**config.mk**
```make
export PLATFORM = sky130hd
export DESIGN_NAME = vectored_interrupt_controller
export DESIGN_NICKNAME = d
export VERILOG_FILES = /design/src/pkg/vic_pkg.sv /design/src/pkg/arb_if.sv /design/src/rtl/ext_edge.sv /design/src/rtl/prio_resolver.sv /design/src/rtl/vectored_interrupt_controller.sv
export VERILOG_INCLUDE_DIRS = /design/src /design/src/pkg
export SDC_FILE = /design/constraint.sdc
export NUM_CORES = 1
export LEC_CHECK = 0
export BUFFER_PORTS_ARGS = -buffer_cell sky130_fd_sc_hd__buf_2
export CAP_MARGIN = 10
export CELL_PAD_IN_SITES_DETAIL_PLACEMENT = 1
export CELL_PAD_IN_SITES_GLOBAL_PLACEMENT = 1
export CORE_MARGIN = 2
export CORE_UTILIZATION = 46
export DETAILED_ROUTE_END_ITERATION = 8
export PLACE_DENSITY = 0.87
export SLEW_MARGIN = 20
export SYNTH_ARGS = -nofsm -noshare
export SYNTH_HDL_FRONTEND = slang
export SYNTH_SLANG_ARGS = --single-unit
export TNS_END_PERCENT = 20
```
**constraint.sdc**
```tcl
create_clock -name clk -period 61.4 [get_ports clk]
set_input_delay 9.21 -clock clk [delete_from_list [all_inputs] [get_ports clk]]
set_output_delay 9.21 -clock clk [all_outputs]
set_load 0.02 [all_outputs]
```
**src/pkg/vic_map.svh**
```systemverilog
// Address map, field positions and fixed constants of the interrupt block
`ifndef VIC_MAP_SVH
`define VIC_MAP_SVH

`define VIC_AW 8
`define VIC_DW 32
`define VIC_NSRC 32
`define VIC_NEXT 6
`define VIC_VW 20

// Register offsets; the control registers fill 8'h80..8'hfc
`define VIC_OFF_FLAG 8'h00
`define VIC_OFF_VBASE 8'h04
`define VIC_OFF_STAT 8'h08
`define VIC_OFF_MASK 8'h0c
`define VIC_OFF_EDGE 8'h10
`define VIC_OFF_LVEC 8'h14
`define VIC_CTL_SEL 7

// Field positions
`define VIC_FLG_I 6
`define VIC_FLG_IPL 12
`define VIC_CTL_REQ 3

// Fixed vector table
`define VIC_VEC_UND 20'hfffdc
`define VIC_VEC_OVF 20'hfffe0
`define VIC_VEC_BRK 20'hfffe4
`define VIC_VEC_AM 20'hfffe8
`define VIC_VEC_STEP 20'hfffec
`define VIC_VEC_WDT 20'hffff0
`define VIC_VEC_DBC 20'hffff4
`define VIC_VEC_RES 20'hffffc
`define VIC_BRK_REDIRECT 8'hff
`define VIC_IPL_WDT 3'h7
`define VIC_IPL_RES 3'h0

// Special request slots
`define VIC_SP_AM 0
`define VIC_SP_STEP 1
`define VIC_SP_WDT 2
`define VIC_SP_DBC 3

// Status event bits
`define VIC_ST_MACC 0
`define VIC_ST_SPEC 1
`define VIC_ST_TRAP 2
`define VIC_ST_EDGE 3

// Source number of external pin i
`define VIC_EXT_NUM(i) (((i) < 3) ? (29 + (i)) : (4 + (i)))

`endif

```
**src/pkg/vic_pkg.sv**
```systemverilog
// Types shared by the interrupt block
`include "vic_map.svh"

package vic_pkg;

	typedef enum logic [0:0] {ST_BOOT, ST_RUN} phase_t;

	typedef enum logic [1:0] {TRAP_UND, TRAP_OVF, TRAP_BRK, TRAP_INT}
		trap_kind_t;

	typedef struct packed {
		phase_t                      phase;
		logic                        i_flag;
		logic [2:0]                  processor_priority_threshold;
		logic [`VIC_VW-1:0]          vbase;
		logic [`VIC_NSRC-1:0][3:0]   ctl;
		logic [3:0]                  stat;
		logic [3:0]                  mask;
		logic [`VIC_NEXT-1:0]        edge_pol;
		logic [3:0]                  spec;
		logic [`VIC_VW-1:0]          vec;
		logic                        vec_valid;
		logic                        pend;
		logic                        irq;
		logic [`VIC_DW-1:0]          rdata;
	} state_t;

	typedef struct packed {
		logic armed;
		logic prev;
		logic pulse;
	} edge_state_t;

endpackage

```
**src/pkg/arb_if.sv**
```systemverilog
// Carries pending requests to the resolver and the winner back
`timescale 1ns/10ps
`include "vic_map.svh"

interface arb_if;
	logic [`VIC_NSRC-1:0]      req;
	logic [`VIC_NSRC-1:0][2:0] lvl;
	logic                      i_flag;
	logic [2:0]                processor_priority_threshold;
	logic                      win;
	logic [4:0]                id;
	logic [2:0]                win_lvl;

	modport res (input req, lvl, i_flag, processor_priority_threshold, output win, id, win_lvl);
	modport top (output req, lvl, i_flag, processor_priority_threshold, input win, id, win_lvl);
endinterface

```
**src/rtl/ext_edge.sv**
```systemverilog
// Edge detector for one external request pin
`timescale 1ns/10ps

module ext_edge (
	input  wire logic clk,
	input  wire logic arst_n,
	input  wire logic pin,
	input  wire logic rising,
	output logic      pulse
);
	vic_pkg::edge_state_t s_q;
	vic_pkg::edge_state_t s_d;

	// No edge is reported on the first sample after reset
	always_comb begin
		s_d       = s_q;
		s_d.armed = 1'b1;
		s_d.prev  = pin;
		s_d.pulse = s_q.armed &
			(rising ? (pin & ~s_q.prev) : (~pin & s_q.prev));
	end

	always_ff @(posedge clk or negedge arst_n) begin
		if (!arst_n) begin
			s_q <= '0;
		end else begin
			s_q <= s_d;
		end
	end

	assign pulse = s_q.pulse;
endmodule // ext_edge

```
**src/rtl/prio_resolver.sv**
```systemverilog
// Picks the maskable request to accept
`timescale 1ns/10ps
`include "vic_map.svh"

module prio_resolver (
	arb_if.res a
);
	// Descending scan with >= lets the lower source number win a tie
	always_comb begin
		a.win     = 1'b0;
		a.id      = '0;
		a.win_lvl = '0;
		for (int i = `VIC_NSRC - 1; i >= 0; i--) begin
			if (a.i_flag && a.req[i] && (a.lvl[i] > a.processor_priority_threshold)
				&& (a.lvl[i] >= a.win_lvl)) begin
				a.win     = 1'b1;
				a.id      = 5'(i);
				a.win_lvl = a.lvl[i];
			end
		end
	end
endmodule // prio_resolver

```
**src/rtl/vectored_interrupt_controller.sv**
```systemverilog
// Vectored interrupt controller with fixed and relocatable vector tables
//
// The register addresses and the address-and-strobe port were decided locally.
`timescale 1ns/10ps
`include "vic_map.svh"

module vectored_interrupt_controller #(
	parameter int NUM_SRC = `VIC_NSRC,
	parameter int NUM_EXT = `VIC_NEXT
) (
	input  wire logic                 clk,
	input  wire logic                 arst_n,
	input  wire logic [`VIC_AW-1:0]   addr,
	input  wire logic [`VIC_DW-1:0]   wdata,
	input  wire logic                 wr,
	input  wire logic                 rd,
	output logic [`VIC_DW-1:0]        rdata,
	input  wire logic [NUM_SRC-1:0]   periph_req,
	input  wire logic [NUM_EXT-1:0]   ext_pin,
	input  wire logic                 wdt_req,
	input  wire logic                 dbc_req,
	input  wire logic                 step_req,
	input  wire logic                 amatch_req,
	input  wire logic                 trap_valid,
	input  wire vic_pkg::trap_kind_t  trap_kind,
	input  wire logic [5:0]           trap_num,
	input  wire logic [7:0]           brk_vec_byte,
	input  wire logic                 take,
	output logic                      int_pend,
	output logic [`VIC_VW-1:0]        vec_addr,
	output logic                      vec_valid,
	output logic                      i_flag,
	output logic [2:0]                processor_priority_threshold,
	output logic                      irq
);

	// ****************************************************************
	// Elaboration checks
	// ****************************************************************
	// The state record is sized by the map, so other counts cannot fit
	if (NUM_SRC != `VIC_NSRC || NUM_EXT != `VIC_NEXT) begin : g_bad
		$error("vectored_interrupt_controller: unsupported size");
	end

	localparam vic_pkg::state_t RST_STATE = '{
		phase:  vic_pkg::ST_BOOT,
		default: '0
	};

	vic_pkg::state_t      s_q;
	vic_pkg::state_t      s_d;
	logic [NUM_EXT-1:0]   ext_pulse;
	logic [NUM_SRC-1:0]   ext_set;
	logic [NUM_SRC-1:0]   set_vec;
	logic [4:0]           ctl_idx;

	arb_if arb ();

	// ****************************************************************
	// External edge requests
	// ****************************************************************
	for (genvar g = 0; g < NUM_EXT; g++) begin : g_ext
		ext_edge u_edge (
			.clk    (clk),
			.arst_n (arst_n),
			.pin    (ext_pin[g]),
			.rising (s_q.edge_pol[g]),
			.pulse  (ext_pulse[g])
		);
	end

	always_comb begin
		ext_set = '0;
		for (int i = 0; i < NUM_EXT; i++) begin
			ext_set[`VIC_EXT_NUM(i)] = ext_pulse[i];
		end
	end

	assign set_vec = periph_req | ext_set;
	assign ctl_idx = addr[6:2];

	// ****************************************************************
	// Arbitration among maskable sources
	// ****************************************************************
	for (genvar g = 0; g < NUM_SRC; g++) begin : g_src
		assign arb.req[g] = s_q.ctl[g][`VIC_CTL_REQ];
		assign arb.lvl[g] = s_q.ctl[g][2:0];
	end
	assign arb.i_flag = s_q.i_flag;
	assign arb.processor_priority_threshold    = s_q.processor_priority_threshold;

	prio_resolver u_res (
		.a (arb.res)
	);

	// ****************************************************************
	// Next state
	// ****************************************************************
	always_comb begin
		logic [3:0]         ev;
		logic [3:0]         w1c;
		logic [`VIC_VW-1:0] rel;
		ev  = '0;
		w1c = '0;
		rel = s_q.vbase + `VIC_VW'({trap_num, 2'b00});
		s_d = s_q;
		s_d.vec_valid = 1'b0;
		s_d.rdata     = '0;

		// Register writes
		if (wr) begin
			if (addr[`VIC_CTL_SEL]) begin
				s_d.ctl[ctl_idx][2:0] = wdata[2:0];
				s_d.ctl[ctl_idx][`VIC_CTL_REQ] =
					s_q.ctl[ctl_idx][`VIC_CTL_REQ] &
					wdata[`VIC_CTL_REQ];
			end else begin
				case (addr)
					`VIC_OFF_FLAG: begin
						s_d.i_flag = wdata[`VIC_FLG_I];
						s_d.processor_priority_threshold    = wdata[`VIC_FLG_IPL +: 3];
					end
					`VIC_OFF_VBASE: begin
						s_d.vbase = wdata[`VIC_VW-1:0];
					end
					`VIC_OFF_STAT: begin
						w1c = wdata[3:0];
					end
					`VIC_OFF_MASK: begin
						s_d.mask = wdata[3:0];
					end
					`VIC_OFF_EDGE: begin
						s_d.edge_pol = wdata[NUM_EXT-1:0];
					end
					default: begin
					end
				endcase
			end
		end

		// Register reads, answered in the next cycle
		if (rd) begin
			if (addr[`VIC_CTL_SEL]) begin
				s_d.rdata[3:0] = s_q.ctl[ctl_idx];
			end else begin
				case (addr)
					`VIC_OFF_FLAG: begin
						s_d.rdata[`VIC_FLG_I] = s_q.i_flag;
						s_d.rdata[`VIC_FLG_IPL +: 3] = s_q.processor_priority_threshold;
					end
					`VIC_OFF_VBASE: begin
						s_d.rdata[`VIC_VW-1:0] = s_q.vbase;
					end
					`VIC_OFF_STAT: begin
						s_d.rdata[3:0] = s_q.stat;
					end
					`VIC_OFF_MASK: begin
						s_d.rdata[3:0] = s_q.mask;
					end
					`VIC_OFF_EDGE: begin
						s_d.rdata[NUM_EXT-1:0] = s_q.edge_pol;
					end
					`VIC_OFF_LVEC: begin
						s_d.rdata[`VIC_VW-1:0] = s_q.vec;
					end
					default: begin
					end
				endcase
			end
		end

		// Vector sequencing; a threshold set on acceptance overrides a same-cycle flag write of the threshold, not of i_flag
		unique case (s_q.phase)
			vic_pkg::ST_BOOT: begin
				s_d.vec       = `VIC_VEC_RES;
				s_d.vec_valid = 1'b1;
				s_d.processor_priority_threshold       = `VIC_IPL_RES;
				s_d.phase     = vic_pkg::ST_RUN;
			end
			vic_pkg::ST_RUN: begin
				if (trap_valid) begin
					// Traps never consult the mask flag or threshold
					ev[`VIC_ST_TRAP] = 1'b1;
					s_d.vec_valid    = 1'b1;
					unique case (trap_kind)
						vic_pkg::TRAP_UND: s_d.vec = `VIC_VEC_UND;
						vic_pkg::TRAP_OVF: s_d.vec = `VIC_VEC_OVF;
						vic_pkg::TRAP_BRK: begin
							if (brk_vec_byte == `VIC_BRK_REDIRECT) begin
								s_d.vec = s_q.vbase;
							end else begin
								s_d.vec = `VIC_VEC_BRK;
							end
						end
						vic_pkg::TRAP_INT: s_d.vec = rel;
					endcase
				end else if (take) begin
					if (s_q.spec[`VIC_SP_DBC]) begin
						s_d.spec[`VIC_SP_DBC] = 1'b0;
						s_d.vec = `VIC_VEC_DBC;
						s_d.vec_valid = 1'b1;
						ev[`VIC_ST_SPEC] = 1'b1;
					end else if (s_q.spec[`VIC_SP_WDT]) begin
						s_d.spec[`VIC_SP_WDT] = 1'b0;
						s_d.vec = `VIC_VEC_WDT;
						s_d.processor_priority_threshold = `VIC_IPL_WDT;
						s_d.vec_valid = 1'b1;
						ev[`VIC_ST_SPEC] = 1'b1;
					end else if (arb.win) begin
						s_d.ctl[arb.id][`VIC_CTL_REQ] = 1'b0;
						s_d.vec = s_q.vbase +
							`VIC_VW'({arb.id, 2'b00});
						s_d.processor_priority_threshold = arb.win_lvl;
						s_d.vec_valid = 1'b1;
						ev[`VIC_ST_MACC] = 1'b1;
					end else if (s_q.spec[`VIC_SP_STEP]) begin
						s_d.spec[`VIC_SP_STEP] = 1'b0;
						s_d.vec = `VIC_VEC_STEP;
						s_d.vec_valid = 1'b1;
						ev[`VIC_ST_SPEC] = 1'b1;
					end else if (s_q.spec[`VIC_SP_AM]) begin
						s_d.spec[`VIC_SP_AM] = 1'b0;
						s_d.vec = `VIC_VEC_AM;
						s_d.vec_valid = 1'b1;
						ev[`VIC_ST_SPEC] = 1'b1;
					end
				end
			end
		endcase

		// Hardware sets come last so a new request beats any clear
		for (int i = 0; i < NUM_SRC; i++) begin
			if (set_vec[i]) begin
				s_d.ctl[i][`VIC_CTL_REQ] = 1'b1;
			end
		end
		s_d.spec = s_d.spec |
			{dbc_req, wdt_req, step_req, amatch_req};

		ev[`VIC_ST_EDGE] = |ext_pulse;
		s_d.stat = (s_q.stat & ~w1c) | ev;
		s_d.irq  = |(s_d.stat & s_d.mask);
		// Pending view lags the request bits by one cycle
		s_d.pend = arb.win | (|s_q.spec);
	end

	always_ff @(posedge clk or negedge arst_n) begin
		if (!arst_n) begin
			s_q <= RST_STATE;
		end else begin
			s_q <= s_d;
		end
	end

	// ****************************************************************
	// Outputs
	// ****************************************************************
	assign rdata     = s_q.rdata;
	assign int_pend  = s_q.pend;
	assign vec_addr  = s_q.vec;
	assign vec_valid = s_q.vec_valid;
	assign i_flag    = s_q.i_flag;
	assign processor_priority_threshold       = s_q.processor_priority_threshold;
	assign irq       = s_q.irq;

endmodule // vectored_interrupt_controller

```
* After elaboration in Yosys (flattened, before gate mapping) *
Index checks and enable logic that the tools add are counted.

storage, ports and cells
  word-level logic and storage cells = 492
  output and inout bits = 59
  register bits = 226

operators by class
  bitwise logic cells = 42
  $lt $le $gt $ge = 68
  reductions and logical operators = 107
  $add $sub $neg = 2
  multiplexer cells = 205
  equality and inequality tests = 11

operators with widths
  cell                 count
  $mux W128            7
  $bwmux W128          2
  $mux W5              32
  $mux W151            1
  $and A128 B128 Y128  1
  $not A128 Y128       1
  $mux W21             6
  $mux W3              41
  $logic_and A1 B1 Y1  98
  $gt A3 B3 Y1         32
  $ge A3 B3 Y1         31
  $mux W1              80
  $pmux W20 S4         1
  $demux W4 S5         3
  $mux W20             3
  $pmux W21 S2         1
  $mux W4              10
  $or A32 B32 Y32      1
  $mux W25             1
  $mux W23             1
  $add A20 B7 Y20      1
  $add A20 B8 Y20      1
  $bmux W4 S5          1
  $mux W10             2
  32 further kinds     77

* Longest topological paths before layout *
  depth after elaboration = 110
  depth in mapped cells = 236
  gate-level depth less buffers = 232

* Hierarchy *
Synthesis repeated with hierarchy kept, for this count alone.

unflattened totals
  cells, all modules = 2061
  area, all modules = 19451.2 µm²

by module, submodules not included
  module                         seq. area each (µm²)  area each (µm²)  instances  cells an instance
  vectored_interrupt_controller  5355.1                11796.3          1          1051
  prio_resolver                  0.0                   7039.3           1          968
  ext_edge                       75.1                  102.6            6          7

* Worst setup path before layout *
OpenSTA, ideal clock, no wires.

  path kind = register to register
  from = register s_q, in the netlist processor_priority_threshold[1]
  to = register s_q, in the netlist vec_addr[12]
  stages on the path, launching flop included = 222
  path slack = 17.776 ns
  clock period less this slack = 43.624 ns
  data arrival time = 43.497 ns
  required time = 61.274 ns
  path through = dfrtp_1 > inv_1 > ha_1 > nor2b_1 > o21ai_0 > a21oi_2 > and2_1 > ha_1 > nor2b_1 > o21ai_1 > nand3_1 > nand3_1 > o21ai_0 > ha_1 > nand2b_1 > o21ai_0 > a311o_1 > a21o_1 > [... 186 more ...] > nor2b_1 > o221ai_1 > mux2_2 > ha_1 > nand2b_1 > a21oi_1 > nor2b_1 > o221ai_1 > and2_1 > and3_1 > nand4_2 > nor3_2 > ha_1 > and3_1 > a32o_1 > o21ai_1 > mux2_2 > a221o_1

between the ends
  longest elaborated chain between the ends = 104

RTL lines
  item                      RTL line                              source
  start: declaration        vectored_interrupt_controller.sv:50   vic_pkg::state_t s_q;
  start signal: assignment  vectored_interrupt_controller.sv:249  s_q <= RST_STATE;
  start signal: assignment  vectored_interrupt_controller.sv:251  s_q <= s_d;
  $gt A3 B3 Y1              prio_resolver.sv:14                   if (a.i_flag && a.req[i] && (a.lvl[i] > a.processor_priority_threshold)
  $logic_and A1 B1 Y1       prio_resolver.sv:14
  $logic_and A1 B1 Y1       prio_resolver.sv:15                   && (a.lvl[i] >= a.win_lvl)) begin
  $mux W3                   prio_resolver.sv:14
  $ge A3 B3 Y1              prio_resolver.sv:15
  $logic_and A1 B1 Y1       prio_resolver.sv:15
  $mux W3                   prio_resolver.sv:14
  $ge A3 B3 Y1              prio_resolver.sv:15
  [... 88 more ...]         --
  $mux W5                   prio_resolver.sv:14
  $add A20 B7 Y20           vectored_interrupt_controller.sv:211  s_d.vec = s_q.vbase +
  $mux W21                  vectored_interrupt_controller.sv:209  end else if (arb.win) begin
  $mux W21                  vectored_interrupt_controller.sv:203  end else if (s_q.spec[`VIC_SP_WDT]) begin
  $mux W21                  vectored_interrupt_controller.sv:198  if (s_q.spec[`VIC_SP_DBC]) begin
  $mux W25                  vectored_interrupt_controller.sv:197  end else if (take) begin
  $mux W21                  vectored_interrupt_controller.sv:181  if (trap_valid) begin
  $pmux W21 S2              vectored_interrupt_controller.sv:173  unique case (s_q.phase)

Parallel ways exist; a longest one is shown, timed or not. The select of a mux whose other input is x is not followed.
A chain may end at the register's enable or synchronous reset.

* Worst setup path after layout *
  from = register s_q, in the netlist processor_priority_threshold[2]
  to = register s_q, in the netlist vec_addr[15]

Same word-level chain as after synthesis.

==> flow_summary.ini <==
[synthesis]
mappedNetlistArea_sq_um = 19300
synth-seq-cells = 226
yosysWarnings = 0
syn_avg_cell_area_sq_um = 8.87
synth_ff_type = dfrtp_1
synth_top_family_by_area = compound AO/OA/AOI/OAI gates
ys_types = 109
syn_inst = 2175
synthAdderAreaFrac_pct = 11.7
ys_async_sr_fraction_pct = 100
synth_edf_count = 0
synthXorXnorAreaFrac_pct = 0.636
synthMuxAreaShare_pct = 11.3
synth_compound_area_share_pct = 23.2
yosys.area_share.simple_pct = 18.0
ys_seq_area_share_pct = 29.3

[route]
drtAntennaViolNets = 0
via_count = 19020
drc = 0
wire_per_inst_um = 26.2
wl_mm = 73.4
first_iter_violations = 1265
first_pass_iters = 5
avgViaCountPerCell = 6.79

[timing]
relSlewSlack_pct = 25.8
final_hold_viol_count = 0
skew_ns = 0.0287
maxSlewViolCount = 0
setup_violations = 0
period_minus_slack_ns = 52.19
worst_pin_slew_ns = 1.11
timing.fmax_mhz = 19.2
setup_tns_ns = 0
rsz0062_at_grt = false
fin_crit_sh_pct = 85.0

[worst_setup_path]
cp_max_fo = 16
startpoint_type = flop
cp_slowest_cell = o31ai_2
required_ns = 61.78
worst-setup-path-type = flop to flop
cp_common_cell = ha_1
cp.arrival_ns = 52.57
critPathCaptureType = flop
critPathMaxStageDelay_ns = 0.69

[pwr]
ir_worst_vdd_uv = 20.5
leakage_nw = 9.25
power_density_nw_per_um2 = 28.7
power.total_uw = 607

[finish]
final_nets = 2514
design_area_sq_um = 21100
mostFrequentLayoutCell = nand2_1
final_cell_mix = nand2_1 (241), dfrtp_1 (225), ha_1 (168), o21ai_0 (153), nor2_1 (153)
synthToLayoutAreaGrowth_pct = 9.62
drive_gt1_share_pct = 18.2
fillers = 4914

[place]
gp_congestion = 0.966
port_buffers = 138
place_area_sq_um = 20100
dpl.hpwl_mm = 52.2

[cts]
clkTransAtPathRegs_ns = 0.06
cts_root_buf = clkbuf_16
clkLatencyLatePin_ns = 0.57
cts-resized-gates = 0
ctsHoldBuffers = 0
cts_tree = done
postCtsSetupRepairBufs = 0
cts_max_level = 1
numClockSinks = 226
clk_path_buf_depth = 3
cts_made_buffers = 26

[die]
core.rowCount = 75
pin_count = 163
core_sq_um = 41700
chipWidth_um = 209
die_y_um = 209
die-area_sq_um = 43600
initial_utilization_pct = 46.3

[global_route]
grt_remaining_overflow = 0
grt_max_degree = 98
grt_pass1_vias = 20183
grtUsageTotal_pct = 33.2
grt_pass1_wl_mm = 114
antenna_found_initial = 8

[min_path]
hold_class = flop to flop

[outcome]
status = completed

[flow_run]
maxCapViolCount = 0
## cell usage after synthesis (32+ instances only)
library cell / count / area (sq um)
nand2_1: 241 / 905
mux2_2: 116 / 1310
mux4_2: 32 / 721
a21oi_1: 108 / 541
o21ai_0: 153 / 766
nand2b_1: 53 / 332
nor2b_1: 44 / 275
nand3_1: 54 / 270
inv_1: 113 / 424
clkbuf_1: 54 / 203
dfrtp_1: 226 / 5660
a21o_1: 48 / 360
nor2_1: 153 / 574
buf_4: 56 / 420
ha_1: 168 / 2100
## path summary, 6_finish.rpt
kind,start,end,slack (ns),cells after the start
max,processor_priority_threshold[2]$_DFF_PN0_,vec_addr[15]$_DFFE_PN0P_,9.21,219
min,g_ext[0].u_edge.pulse$_DFF_PN0_,arb.req[29]$_DFF_PN0_,0.49,2
max reg2reg,processor_priority_threshold[2]$_DFF_PN0_,vec_addr[15]$_DFFE_PN0P_,9.21,219
min reg2reg,g_ext[0].u_edge.pulse$_DFF_PN0_,arb.req[29]$_DFF_PN0_,0.49,2
max in group asynchronous,arst_n,processor_priority_threshold[0]$_DFF_PN0_,51.10,2
min in group asynchronous,arst_n,async pin,8.66,1
## through the flow
stage	worst slack [ns]	instances	util [%]	hold slack, ns
after floorplan	17.78	2186	-	0.435
after global placement	12.54	2751	48.3	0.446
after detailed placement	10.51	2751	48.3	0.470
after CTS	9.90	2798	50.7	0.497
after global routing	5.75	2801	50.7	0.520
final	9.21	2802	50.7	0.494
## routing by layer
metal | vias up | track usage, % | part of all wire, %
met2 | 969 | 56.9 | 49
met3 | 295 | 6.13 | 8.1
met5 | - | 0 | 0.078
met4 | 8 | 17.4 | 5.2
met1 | 9615 | 39.7 | 38
li1 | 8133 | - | -
## critical path: cells and delay by family (launching register included)
family                   cells  cell delay [ns]
AO/OA/AOI/OAI               86            22.19
adder cells (fa/ha/maj)     40            11.90
buffers and inverters        9             1.15
flip-flops                   1             0.38
multiplexers                12             4.39
AND/OR/NAND/NOR             72            11.97
## cells by family (layout without fill, tap and decap cells)
logic type	count (synthesis)	count (layout)
AOI/OAI and AO/OA	637	637
xor gates and xnor gates	14	14
adders and majority gates	181	181
buffers and inverters	243	316
DFF	226	226
muxes	162	162
other	2	17
and+or+nand+nor	710	710
## where the power goes
part | leakage (nW) | switching [mW] | internal, mW | total, mW
registers | 2.67 | 0.0206 | 0.162 | 0.183
logic | 6.09 | 0.150 | 0.0915 | 0.242
clock network | 0.487 | 0.0713 | 0.112 | 0.183
total | 9.25 | 0.242 | 0.365 | 0.607
## cell type report
| type | instances | area, sq um | area share [%] |
|---|---|---|---|
| Clock inverter | 12 | 244 | 1.15 |
| Antenna cell | 4 | 10.0 | 0.0474 |
| Multi-Input combinational cell | 1717 | 12600 | 59.4 |
| Timing Repair Buffer | 153 | 813 | 3.85 |
| Tap cell | 539 | 674 | 3.19 |
| Inverter | 116 | 435 | 2.06 |
| Sequential cell | 226 | 5660 | 26.8 |
| Clock buffer | 35 | 754 | 3.57 |
Note: power is estimated with default switching activity, not from simulation.
